$ cat src/mrw_defs.svh
// constants for the multi-register write query decoder
`ifndef MRW_DEFS_SVH
`define MRW_DEFS_SVH
`define MRW_FUNC_CODE   8'h10
`define MRW_MAX_REGS    16'h0010
`define MRW_ZERO_COUNT  16'h0000
`define MRW_ONE         16'h0001
`endif

$ cat src/mrw_pkg.sv
// types for the multi-register write query decoder
package mrw_pkg;
  typedef enum logic [2:0] {
    ST_FUNC  = 3'b000,
    ST_ADDR  = 3'b001,
    ST_COUNT = 3'b010,
    ST_BYTES = 3'b011,
    ST_DATA  = 3'b100,
    ST_SKIP  = 3'b101
  } state_t;
  typedef struct packed {
    logic [15:0] addr;
    logic [15:0] data;
  } reg_write_t;
  typedef struct packed {
    logic [15:0] start;
    logic [15:0] count;
  } reply_t;
endpackage : mrw_pkg

$ cat src/mrw_decoder.sv
// byte-serial decoder for the multi-register write query
`timescale 1ns/1ps
`default_nettype none
`include "mrw_defs.svh"
module mrw_decoder (
  input  wire logic              clk,
  input  wire logic              rstn,
  input  wire logic              ce,
  input  wire logic              frame_start,
  input  wire logic              byte_valid,
  input  wire logic [7:0]        byte_data,
  output var  logic              wr_valid,
  output var  mrw_pkg::reg_write_t wr,
  output var  logic              done,
  output var  mrw_pkg::reply_t   reply,
  output var  logic              malformed,
  output var  logic              other_func
);
  mrw_pkg::state_t state_q;
  logic            hi_q;
  logic [7:0]      upper_q;
  logic [15:0]     start_q;
  logic [15:0]     count_q;
  logic [15:0]     left_q;
  logic [15:0]     addr_q;
  logic            wr_valid_q, done_q, malformed_q, other_q;
  mrw_pkg::reg_write_t wr_q;

  wire        take     = ce && byte_valid;
  wire [15:0] word     = {upper_q, byte_data};
  wire        over_max = word > `MRW_MAX_REGS;
  wire        zero_cnt = word == `MRW_ZERO_COUNT;
  // twice the count, compared in 9 bits so 16 regs = 32 bytes fits
  wire        bytes_ok = {1'b0, byte_data} == {count_q[7:0], 1'b0};
  wire        last_reg = left_q == `MRW_ONE;

  always_ff @(posedge clk or negedge rstn) begin
    if (!rstn) begin
      state_q     <= mrw_pkg::ST_FUNC;
      hi_q        <= 1'b1;
      upper_q     <= 8'h00;
      start_q     <= 16'h0000;
      count_q     <= 16'h0000;
      left_q      <= 16'h0000;
      addr_q      <= 16'h0000;
      wr_valid_q  <= 1'b0;
      wr_q        <= '0;
      done_q      <= 1'b0;
      malformed_q <= 1'b0;
      other_q     <= 1'b0;
    end else if (ce) begin
      wr_valid_q  <= 1'b0;
      done_q      <= 1'b0;
      malformed_q <= 1'b0;
      other_q     <= 1'b0;
      if (frame_start) begin
        state_q <= mrw_pkg::ST_FUNC;
        hi_q    <= 1'b1;
      end else if (take) begin
        case (state_q)
          mrw_pkg::ST_FUNC: begin
            if (byte_data == `MRW_FUNC_CODE) begin
              state_q <= mrw_pkg::ST_ADDR;
            end else begin
              other_q <= 1'b1;
              state_q <= mrw_pkg::ST_SKIP;
            end
            hi_q <= 1'b1;
          end
          mrw_pkg::ST_ADDR: begin
            if (hi_q) begin
              upper_q <= byte_data;
            end else begin
              start_q <= word;
              addr_q  <= word;
              state_q <= mrw_pkg::ST_COUNT;
            end
            hi_q <= !hi_q;
          end
          mrw_pkg::ST_COUNT: begin
            if (hi_q) begin
              upper_q <= byte_data;
            end else if (over_max || zero_cnt) begin
              malformed_q <= 1'b1;
              state_q     <= mrw_pkg::ST_SKIP;
            end else begin
              count_q <= word;
              left_q  <= word;
              state_q <= mrw_pkg::ST_BYTES;
            end
            hi_q <= !hi_q;
          end
          mrw_pkg::ST_BYTES: begin
            if (bytes_ok) begin
              state_q <= mrw_pkg::ST_DATA;
            end else begin
              malformed_q <= 1'b1;
              state_q     <= mrw_pkg::ST_SKIP;
            end
            hi_q <= 1'b1;
          end
          mrw_pkg::ST_DATA: begin
            if (hi_q) begin
              upper_q <= byte_data;
            end else begin
              wr_valid_q <= 1'b1;
              wr_q       <= '{addr: addr_q, data: word};
              addr_q     <= addr_q + `MRW_ONE;
              left_q     <= left_q - `MRW_ONE;
              if (last_reg) begin
                done_q  <= 1'b1;
                state_q <= mrw_pkg::ST_SKIP;
              end
            end
            hi_q <= !hi_q;
          end
          mrw_pkg::ST_SKIP: begin
            state_q <= mrw_pkg::ST_SKIP;
          end
          default: begin
            state_q <= mrw_pkg::ST_FUNC;
          end
        endcase
      end
    end
  end

  assign wr_valid   = wr_valid_q;
  assign wr         = wr_q;
  assign done       = done_q;
  assign reply      = '{start: start_q, count: count_q};
  assign malformed  = malformed_q;
  assign other_func = other_q;

  // checker helper: last address committed in this frame, cleared per frame
  logic        chk_seen_q;
  logic [15:0] chk_prev_q;

  always_ff @(posedge clk or negedge rstn) begin
    if (!rstn) begin
      chk_seen_q <= 1'b0;
      chk_prev_q <= 16'h0000;
    end else if (ce) begin
      if (frame_start) begin
        chk_seen_q <= 1'b0;
      end else if (wr_valid) begin
        chk_seen_q <= 1'b1;
        chk_prev_q <= wr.addr;
      end
    end
  end

  property p_func_route;
    @(posedge clk) disable iff (!rstn)
      (ce && take && !frame_start && state_q == mrw_pkg::ST_FUNC && byte_data != `MRW_FUNC_CODE)
        |=> other_func;
  endproperty
  a_func_route: assert property (p_func_route) else $error("non 10h function not flagged");

  property p_addr_load;
    @(posedge clk) disable iff (!rstn)
      (ce && take && !frame_start && state_q == mrw_pkg::ST_ADDR && !hi_q)
        |=> reply.start == {$past(upper_q), $past(byte_data)};
  endproperty
  a_addr_load: assert property (p_addr_load) else $error("start address misassembled");

  property p_count_load;
    @(posedge clk) disable iff (!rstn)
      (ce && take && !frame_start && state_q == mrw_pkg::ST_COUNT && !hi_q && !over_max && !zero_cnt)
        |=> reply.count == {$past(upper_q), $past(byte_data)};
  endproperty
  a_count_load: assert property (p_count_load) else $error("count misassembled");

  property p_bytes_check;
    @(posedge clk) disable iff (!rstn)
      (ce && take && !frame_start && state_q == mrw_pkg::ST_BYTES && !bytes_ok) |=> malformed;
  endproperty
  a_bytes_check: assert property (p_bytes_check) else $error("byte count mismatch missed");

  // a frozen pulse under ce low is not rechecked against later bytes
  property p_data_word;
    @(posedge clk) disable iff (!rstn)
      (wr_valid && $past(ce)) |-> wr.data == {$past(upper_q), $past(byte_data)};
  endproperty
  a_data_word: assert property (p_data_word) else $error("data word misassembled");

  property p_max_regs;
    @(posedge clk) disable iff (!rstn)
      (ce && take && !frame_start && state_q == mrw_pkg::ST_COUNT && !hi_q && over_max)
        |=> malformed ##1 (state_q == mrw_pkg::ST_SKIP);
  endproperty
  a_max_regs: assert property (p_max_regs) else $error("count over 16 accepted");

  property p_ascending;
    @(posedge clk) disable iff (!rstn)
      (wr_valid && chk_seen_q) |-> wr.addr == chk_prev_q + `MRW_ONE;
  endproperty
  a_ascending: assert property (p_ascending) else $error("writes not ascending");

  property p_refuse;
    @(posedge clk) disable iff (!rstn)
      (take && !frame_start && state_q == mrw_pkg::ST_SKIP)
        |=> !(wr_valid || done || malformed || other_func);
  endproperty
  a_refuse: assert property (p_refuse) else $error("byte acted on after end of query");

  property p_done_last;
    @(posedge clk) disable iff (!rstn)
      done |-> wr_valid && wr.addr == reply.start + reply.count - `MRW_ONE;
  endproperty
  a_done_last: assert property (p_done_last) else $error("done not on last register");

  c_write:     cover property (@(posedge clk) disable iff (!rstn) wr_valid);
  c_done:      cover property (@(posedge clk) disable iff (!rstn) done);
  c_malformed: cover property (@(posedge clk) disable iff (!rstn) malformed);
  c_other:     cover property (@(posedge clk) disable iff (!rstn) other_func);
  c_burst:     cover property (@(posedge clk) disable iff (!rstn) wr_valid && chk_seen_q);
endmodule : mrw_decoder
`default_nettype wire

$ cat config.mk
export PLATFORM = sky130hd
export DESIGN_NAME = mrw_decoder
export DESIGN_NICKNAME = d
export VERILOG_FILES = /design/src/mrw_pkg.sv /design/src/mrw_decoder.sv
export VERILOG_INCLUDE_DIRS = /design/src
export SDC_FILE = /design/constraint.sdc
export NUM_CORES = 1
export LEC_CHECK = 0
export BUFFER_PORTS_ARGS = -buffer_cell sky130_fd_sc_hd__buf_2
export CORE_ASPECT_RATIO = 0.9
export CORE_MARGIN = 5
export CORE_UTILIZATION = 51
export DETAILED_ROUTE_END_ITERATION = 12
export PLACE_DENSITY = 0.83
export SYNTH_ARGS = -nofsm -noshare
export SYNTH_HDL_FRONTEND = slang
export SYNTH_SLANG_ARGS = --single-unit
$ cat constraint.sdc
create_clock -name clk -period 2.2 [get_ports clk]
set_clock_uncertainty 0.2 [all_clocks]
set_input_delay 0.11 -clock clk [delete_from_list [all_inputs] [get_ports clk]]
set_output_delay 0.11 -clock clk [all_outputs]
set_load 0.1 [all_outputs]
==> results of run 1 <==
==> power groups by stage <==
| stage | sequential (mW) | combinational (mW) | clock (mW) |
|---|---|---|---|
| 2_1_floorplan | 5.44 | 1.46 | 0 |
| 3_3_place_gp | 3.19 | 4.76 | 0 |
| 3_5_place_dp | 3.24 | 4.85 | 0 |
| 4_1_cts | 3.22 | 4.90 | 1.75 |
| 5_1_grt | 3.32 | 5.21 | 1.84 |
| 6_report | 3.23 | 4.98 | 1.73 |
==> stage by stage <==
stage               cells  cell area [µm²]  setup slack [ns]  hold WS, ns  total power [mW]
detailed placement    713             6140            0.0105      -0.0839              8.09
finish                747             6680            0.0249       0.0762              9.94
floorplan             489             5300            0.0622       -0.386              6.90
global placement      713             6140            0.0659       -0.100              7.95
CTS                   742             6590            0.0177       0.0832              9.87
global route          747             6680           -0.0436        0.130              10.4
==> sequential cells by signal, summed over array words and instances, names as in the netlist <==
register / cells
other_func: 1
count_q: 16
addr_q: 16
left_q: 16
hi_q: 1
start_q: 16
done: 1
malformed: 1
wr_valid: 1
upper_q: 8
wr: 32
state_q: 3
==> layer usage <==
layer  wire length (µm)  vias up
met4                318        0
li1                   -     2025
met3               1180       36
met1               5650     2188
met2               6650      197
met5                  0        -
==> layout make-up <==
cell class / count / share of cell area (%)
Inverter: 12 / 0.675
Clock inverter: 5 / 1.05
Sequential cell: 112 / 42.0
Clock buffer: 11 / 3.64
Timing Repair Buffer: 145 / 14.8
Tap cell: 129 / 2.42
Multi-Input combinational cell: 333 / 35.4
==> placed cells by master (no fill, tap or decap), drive strengths merged, types with 3 or more instances in the layout <==
cell,n
buf,132
dfrtp,111
mux2,55
nand2,46
a21oi,29
nor2,29
o21ai,18
inv,16
nand3,14
nor4,14
and2,13
dlygate4sd3,13
nor3,12
clkbuf,11
o22ai,9
xor2,9
nand4,7
and3,6
o22a,6
o31ai,6
o211ai,5
o2bb2ai,4
a31oi,4
nand3b,3
o32ai,3
a22o,3
a2bb2oi,3
ha,3
nor3b,3
==> final timing paths <==
path / startpoint / end / slack [ns]
max: left_q[6]$_DFFE_PN0P_ / left_q[10]$_DFFE_PN0P_ / 0.02
min: rstn / addr_q[6]$_DFFE_PN0P_ / 0.08
max reg2reg: left_q[6]$_DFFE_PN0P_ / left_q[10]$_DFFE_PN0P_ / 0.02
min reg2reg: left_q[15]$_DFFE_PN0P_ / left_q[15]$_DFFE_PN0P_ / 0.28
max in group asynchronous: rstn / hi_q$_DFFE_PN1P_ / 1.04
min in group clk: byte_data[0] / other_func$_DFFE_PN0P_ / 0.17
==> worst reg2reg max path: cells and delay by family, from the launching register on <==
kind | cells | cell delay [ns]
DFF | 1 | 0.41
AOI/OAI and AO/OA | 2 | 0.41
buffers and inverters | 1 | 0.15
and+or+nand+nor | 2 | 0.87
==> logic make-up after synthesis <==
| logic type | count (synthesis) | synth area share [%] |
|---|---|---|
| and+or+nand+nor | 158 | 16.0 |
| DFF | 112 | 52.9 |
| AOI/OAI and AO/OA | 104 | 12.9 |
| muxes | 57 | 12.1 |
| buffers and inverters | 44 | 3.64 |
| xor gates and xnor gates | 11 | 1.82 |
| adders and majority gates | 3 | 0.708 |
==> what timing repair did <==
action,CTS,global route
resized for setup,1,11
endpoints found under the hold margin,139,0
setup endpoints to repair,5,32
setup buffers,0,5
hold buffers,13,0
pin swaps,0,3
==> metrics.cfg, run 1 <==
[detailed_routing]
drc_errors=0
vias=4446
drt_first_pass_iters=5
wl_per_cell_um=18.5
routed_via_density=5.95
detail-route-antenna-nets=0
drt-total-wl_mm=13.8
drt-initial-drc-count=277

[timing]
max_freq_ghz=0.460
setup_viol=0
relSlewSlack_pct=64.1
maxSlewViolCount=0
tightestPinTransition_ns=0.536
rsz0062_at_grt=true
final.min_clock_period_ns=2.18
min_period_over_period_pct=98.9
hold_viol=0
fin_tns_setup_ns=0

[synthesis]
synth_warnings=0
yosysMostFrequentCell=dfrtp_1
yosys-top-cells-count=dfrtp_1 (111), mux2_2 (55), nand2_1 (46)
synth_edf_count=0
yosys.area.top_type=dfrtp_1
syn_nets=505
synth_top_area_share_pct=52.4
synth.area.top_cells=dfrtp_1 (52%), mux2_2 (12%), nand2_1 (3.3%)
ys_ff_latch=112
seq_area_frac_synth_pct=52.9
ys_types=57
ys.flop_type=dfrtp_1
synth.cell_area_mm2=0.00530
netlist_instances=489
avgSynthCellArea_um2=10.8
synthArstFlopShare_pct=100

[pwr]
vdd_drop_max_v=0.00131
seqPwrFrac_pct=32.5
power_density_mw_per_mm2=1490
leakage_nw=3.26
p_switching_mw=4.99
combPwrFrac_pct=50.1
p_clk_share_pct=17.4
intPower_mw=4.95
netSwitchingFraction_pct=50.2

[clock_network]
clock-root-buffer=clkbuf_16
htreeDepth=3
clk_path_buf_depth=2
numCtsBuffers=9
cts_tree=yes
clock_sinks=112
clkSlewWorstSetupHoldPaths_ns=0.08
clock_latency_ns=0.36

[grt]
top_usage_layer=met2
grt_overflow=0
grt_pass1_wl_mm=22.6
grt_pass1_vias=4494
grt_use_total_pct=22.2
grtUsageMet3_pct=6.49
antenna_found_initial=0
use_met1_pct=28.2
grt_max_degree=44
grt_use_met2_pct=36.7

[critical_path]
cp-start-kind=flop
cp.required_ns=2.22
worst-path-buf-inv=1
reg2regPathDepth=5
critPathTopFamily=simple AND/OR/NAND/NOR gates
critical_path_class=reg2reg
critPathSlowestCell=or4_4
critPathMaxStageDelay_ns=0.52
worstPathCellList=or4_4 -> or3_4 -> buf_4 -> o31ai_1 -> o32ai_1
cp_max_fo=3
path_depth=5
critPathArrivalTime_ns=2.19
end_kind=flop

[layout]
layout.nets=629
regArea_mm2=0.00281
fin_util_pct=65.4
fillerInstances=764
drive_gt1_share_pct=36.2
antenna_cells=0
area_growth_pct=25.9
multi_input_area_mm2=0.00236

[placed_design]
numPortBuffers=80
place_congestion=0.862
place_hpwl_mm=9.60

[floorplanning]
initial_core_util_pct=51.9
dieArea_mm2=0.0125
row_count=35
coreArea_mm2=0.0102
pin_count=81
die_h_um=107
die_w_um=117

[status]
status=finished, final reports clean

[run]
maxCapViolations=0

[min_path]
hold_path_class=in2async

(Power assumes the default switching activity.)
==> inputs of run 2 (changes only) <==
- MAX_ROUTING_LAYER: default -> met4
==> metrics.cfg, run 2 (synthesis results as in run 1) <==
[critical_path]
reg2regPathDepth=5  ; unchanged
worstPathCellList=or4_4 -> or3_4 -> nor4_4 -> a21oi_1 -> o32ai_1
critPathMaxStageDelay_ns=0.58  ; +0.06 ns
reg2reg_setup_slack_ns=0.003  ; -0.02 ns
end_kind=flop
worst-path-buf-inv=0  ; -1
cp.required_ns=2.26  ; +0.04 ns
cp-start-kind=flop
critPathArrivalTime_ns=2.26  ; +0.07 ns
r2r_end=left_q[10]$_DFFE_PN0P_
critical_path_class=reg2reg
critPathSlowestCell=or4_4
rr_startpoint=left_q[5]$_DFFE_PN0P_
cp_max_fo=4  ; +1
critPathTopFamily=simple AND/OR/NAND/NOR gates
crit_path_start=left_q[5]$_DFFE_PN0P_

[timing]
whs_ns=0.0219  ; -0.0543 ns
relSlewSlack_pct=61.7  ; -2.4 points
hold_viol=0  ; unchanged
final.min_clock_period_ns=2.20  ; +0.0217 ns
rsz0062_at_grt=true
max_freq_ghz=0.455  ; -0.99%
maxSlewViolCount=0  ; unchanged
tightestPinTransition_ns=0.575  ; +0.0389 ns
timing.final.ws_setup_ns=0.00321  ; -0.0217 ns
min_period_over_period_pct=99.9  ; +0.98 points
setup_viol=0  ; unchanged

[clock_network]
clk_path_buf_depth=2  ; unchanged
clock-root-buffer=clkbuf_16
clock_sinks=112  ; unchanged
cts_tree=yes
clock_latency_ns=0.36  ; about the same
htreeDepth=3  ; unchanged
clkSlewWorstSetupHoldPaths_ns=0.08  ; about the same
numCtsBuffers=9  ; unchanged

[pwr]
p_total_mw=9.92  ; -0.20%
vdd_drop_max_v=0.00121  ; -7.8%
power_density_mw_per_mm2=1480  ; -0.40%
leakage_nw=3.25  ; -0.33%

[layout]
regArea_mm2=0.00281  ; about the same
final_common_cell=dfrtp_1
layout.nets=629  ; unchanged
mostFrequentLayoutCells=dfrtp_1 (108), buf_2 (79), mux2_2 (55)
multi_input_area_mm2=0.00237  ; +0.42%
area_growth_pct=26.2
final_cells=747  ; unchanged
fin_util_pct=65.6  ; +0.13 points
fillerInstances=768  ; +0.52%
antenna_cells=0  ; unchanged
largest_reg_flops=32  ; unchanged
drive_gt1_share_pct=36.7  ; +0.49 points

[placed_design]
place_hpwl_mm=9.70  ; +1.1%
numPortBuffers=80  ; unchanged
pre_cts_slack_ns=-0.00834  ; -0.0188 ns
dp.cells=714  ; +0.14%
place_congestion=0.872  ; +1.1%

[detailed_routing]
drt-total-wl_mm=14.5  ; +5.0%
routed_via_density=5.97  ; +0.22%
drt_first_pass_iters=4  ; -1
drt-initial-drc-count=323  ; +17%
wl_per_cell_um=19.4  ; +5.0%
vias=4456  ; +0.22%
drc_errors=0  ; unchanged
detail-route-antenna-nets=0  ; unchanged

[run]
maxCapViolations=0  ; unchanged

[grt]
grt_max_degree=44  ; unchanged
grt_pass1_wl_mm=23.8  ; +5.1%
antenna_found_initial=0  ; unchanged
grt_pass1_vias=4626  ; +2.9%
grt_use_total_pct=24.1  ; +1.9 points
grt_overflow=0  ; unchanged

[min_path]
hold_path_class=in2reg
min_path_cells=3
hold_end=malformed$_DFFE_PN0P_
min_from=frame_start

[floorplanning]
coreArea_mm2=0.0102  ; unchanged
initial_core_util_pct=51.9  ; unchanged
pin_count=81  ; unchanged
die_h_um=107  ; unchanged
dieArea_mm2=0.0125  ; unchanged
row_count=35  ; unchanged
die_w_um=117  ; unchanged

[status]
status=finished, final reports clean

==> run 2: cell count changes in the layout (fill, tap and decap cells not counted), sizes merged <==
| cell | change |
|---|---|
| buf | -1 |
| bufinv | -1 |
| clkinv | +2 |
| dlygate4sd3 | +1 |
| inv | -1 |
==> run 2: per-layer routing <==
layer	track usage, %	up-vias	wire (µm)	part of all wire (%)
met4	7.04	0	236	1.6
met2	37.9	219	7130	49
met1	31.2	2189	5960	41
met5	-	-	0	0
met3	6.28	18	1170	8.0
li1	-	2030	-	-
==> run 2: worst reg2reg max path, stage by stage, from the launching register on <==
cell	delay [ns]
dfrtp_1	0.40
or4_4	0.58
or3_4	0.39
nor4_4	0.26
a21oi_1	0.06
o32ai_1	0.22
==> run 2: report_power, final <==
part           switching [mW]  internal [mW]  leakage (nW)  total [mW]
registers               0.542           2.68          1.47        3.22
clock network           0.801          0.852         0.149        1.65
logic                    3.71           1.33          1.64        5.04
total                    5.05           4.86          3.25        9.92
==> run 2: area by class of cell <==
cell class | instances | area share (%)
flip-flops and latches | 112 | 42.0
multi-input cells | 333 | 35.5
repair buffers | 145 | 15.0
clock buffers | 11 | 3.78
well taps | 129 | 2.41
clock inverters | 5 | 0.692
inverters | 12 | 0.673
==> run 2: metrics by stage <==
step           area, µm²  TNS, ns
2_1_floorplan       5300        0
3_3_place_gp        6160        0
3_5_place_dp        6160  -0.0114
4_1_cts             6600        0
5_1_grt             6690  -0.0328
6_report            6690        0
==> run 2: worst max path at each step <==
stage                                         to  slack, ns  depth (start not counted)
final                     left_q[10]$_DFFE_PN0P_      0.003                          5
after floorplan           state_q[0]$_DFFE_PN0P_       0.06                          5
after CTS                  left_q[7]$_DFFE_PN0P_       0.01                          8
after detailed placement  state_q[0]$_DFFE_PN0P_     -0.008                          7
after global placement    state_q[0]$_DFFE_PN0P_       0.01                          7
after global routing      left_q[10]$_DFFE_PN0P_      -0.03                          5
==> run 2: repair_timing <==
item / in CTS / in global routing
hold buffers: 14 / 0
setup endpoints to repair: 2 / 15
resized for setup: 2 / 13
hold endpoints to repair: 95 / 0
pin swaps: 0 / 2
setup buffers: 0 / 3
==> inputs of run 3 (changes only) <==
- CORE_MARGIN: 5 -> 2
- CORE_UTILIZATION: 51 -> 54
- clock period: 2.2 -> 2.08 ns (I/O delays scaled with it)
==> metrics.cfg, run 3 (synthesis results as in run 1) <==
[timing]
final.min_clock_period_ns=2.18  ; -0.0156 ns
relSlewSlack_pct=65.9  ; +4.3 points
max_freq_ghz=0.458  ; +0.72%
rsz0062_at_grt=true
hold_viol=1  ; +1
setup_viol=4  ; +4
fin_tns_setup_ns=-0.189  ; -0.189 ns
maxSlewViolCount=0  ; unchanged
min_period_over_period_pct=105  ; +5.0 points
tightestPinTransition_ns=0.514  ; -0.0607 ns
timing.final.ws_setup_ns=-0.101  ; -0.104 ns
whs_ns=-0.0125  ; -0.0344 ns

[detailed_routing]
routed_via_density=6.02  ; +1.0%
drc_errors=0  ; unchanged
drt-initial-drc-count=365  ; +13%
drt_first_pass_iters=7  ; +3
detail-route-antenna-nets=0  ; unchanged
drt-total-wl_mm=14.4  ; -0.69%
wl_per_cell_um=18.8  ; -2.9%
vias=4603  ; +3.3%

[critical_path]
crit_path_start=left_q[6]$_DFFE_PN0P_
cp_max_fo=4  ; unchanged
critPathArrivalTime_ns=2.26  ; about the same
cp-start-kind=flop
critical_path_class=reg2reg
end_kind=flop
reg2regPathDepth=5  ; unchanged
cp.required_ns=2.16  ; -0.10 ns
rr_startpoint=left_q[6]$_DFFE_PN0P_
reg2reg_setup_slack_ns=-0.10  ; -0.10 ns
r2r_end=left_q[10]$_DFFE_PN0P_

[min_path]
min_path_cells=3  ; unchanged
min_from=frame_start
hold_path_class=in2reg
hold_end=hi_q$_DFFE_PN1P_

[grt]
top_usage_layer=met2
grt_max_degree=46  ; +4.5%
use_met1_pct=38.7  ; +7.5 points
grt_overflow=0  ; unchanged
grtUsageMet3_pct=6.41  ; +0.13 points
grt_pass1_wl_mm=23.1  ; -3.1%
grt_use_total_pct=28.7  ; +4.6 points
antenna_found_initial=0  ; unchanged
grt_pass1_vias=4467  ; -3.4%
grt_use_met2_pct=44.2  ; +6.3 points

[floorplanning]
row_count=34  ; -2.9%
coreArea_mm2=0.00961  ; -5.8%
initial_core_util_pct=55.1  ; +3.2 points
dieArea_mm2=0.0106  ; -15%
die_h_um=98.0  ; -8.2%
pin_count=81  ; unchanged
die_w_um=108  ; -7.7%

[run]
maxCapViolations=0  ; unchanged

[clock_network]
cts_tree=yes
htreeDepth=3  ; unchanged
clk_path_buf_depth=2  ; unchanged
clock-root-buffer=clkbuf_8
numCtsBuffers=9  ; unchanged
clock_sinks=112  ; unchanged
clock_latency_ns=0.39  ; +0.03 ns
clkSlewWorstSetupHoldPaths_ns=0.13  ; +0.05 ns

[pwr]
vdd_drop_max_v=0.00146  ; +21%
power_density_mw_per_mm2=1530  ; +3.0%
leakage_nw=3.34  ; +2.6%

[layout]
area_growth_pct=28.9
largest_reg_flops=32  ; unchanged
drive_gt1_share_pct=40.0  ; +3.2 points
layout.nets=649  ; +3.2%
antenna_cells=0  ; unchanged
mostFrequentLayoutCells=dfrtp_1 (107), buf_2 (79), buf_4 (65)
final_cells=764  ; +2.3%
final_common_cell=dfrtp_1
fillerInstances=695  ; -9.5%
fin_util_pct=71.0  ; +5.5 points

[status]
violations=hold timing, setup timing
status=finished with violations

[placed_design]
place_congestion=0.830  ; -4.9%
place_hpwl_mm=9.59  ; -1.1%
pre_cts_slack_ns=-0.0857  ; -0.0774 ns
dp.cells=728  ; +2.0%
numPortBuffers=80  ; unchanged

run 3: what timing repair did:
item,CTS,global route
endpoints found under the setup margin,11,45
resized for setup,9,17
cloned,0,0
buffers inserted,2,4
hold buffers,15,0
pin swaps,4,7
endpoints found under the hold margin,146,0
run 3: worst max path at each step:
stage	slack, ns	endpoint	depth (start not counted)
after floorplan	0.004	malformed$_DFFE_PN0P_	5
after global placement	0.0006	left_q[8]$_DFFE_PN0P_	5
after detailed placement	-0.09	state_q[2]$_DFFE_PN0P_	7
after CTS	-0.09	left_q[10]$_DFFE_PN0P_	5
after global routing	-0.14	left_q[10]$_DFFE_PN0P_	5
final	-0.10	left_q[10]$_DFFE_PN0P_	5
run 3: per-layer routing:
metal | wire length [µm] | part of all wire (%) | vias to the layer above
met5 | 0 | 0 | -
met4 | 306 | 2.1 | 0
met3 | 1140 | 7.9 | 30
met2 | 7020 | 49 | 219
met1 | 5930 | 41 | 2287
li1 | - | - | 2067
run 3: final cells by class:
type | count | area (µm²) | share of cell area [%]
sequential | 112 | 2810 | 41.1
multi-input combinational | 333 | 2440 | 35.7
clock buffer | 9 | 124 | 1.81
timing repair buffer | 165 | 1160 | 16.9
inverter | 12 | 45.0 | 0.659
clock inverter | 7 | 103 | 1.50
tap | 126 | 158 | 2.31
run 3: stage by stage:
| step | hold slack (ns) | instance area [µm²] | total power [mW] |
|---|---|---|---|
| detailed placement | -0.147 | 6280 | 8.66 |
| global placement | -0.150 | 6280 | 8.49 |
| CTS | 0.0371 | 6730 | 10.3 |
| global route | 0.00481 | 6830 | 10.9 |
| floorplan | -0.392 | 5310 | 7.30 |
| finish | -0.0125 | 6830 | 10.4 |
run 3: report_power, final:
part           leakage (nW)  internal, mW  switching, mW  total (mW)
clock network         0.114         0.607          0.849        1.46
registers              1.46          2.82          0.540        3.36
logic                  1.76          1.56           4.05        5.61
run 3: critical path, cell delays in order, from the launching register on:
cell and delay, ns:
dfrtp_1 0.43, or4_4 0.55, or3_4 0.42, nor4_4 0.16, a21oi_1 0.07, o32ai_1 0.26
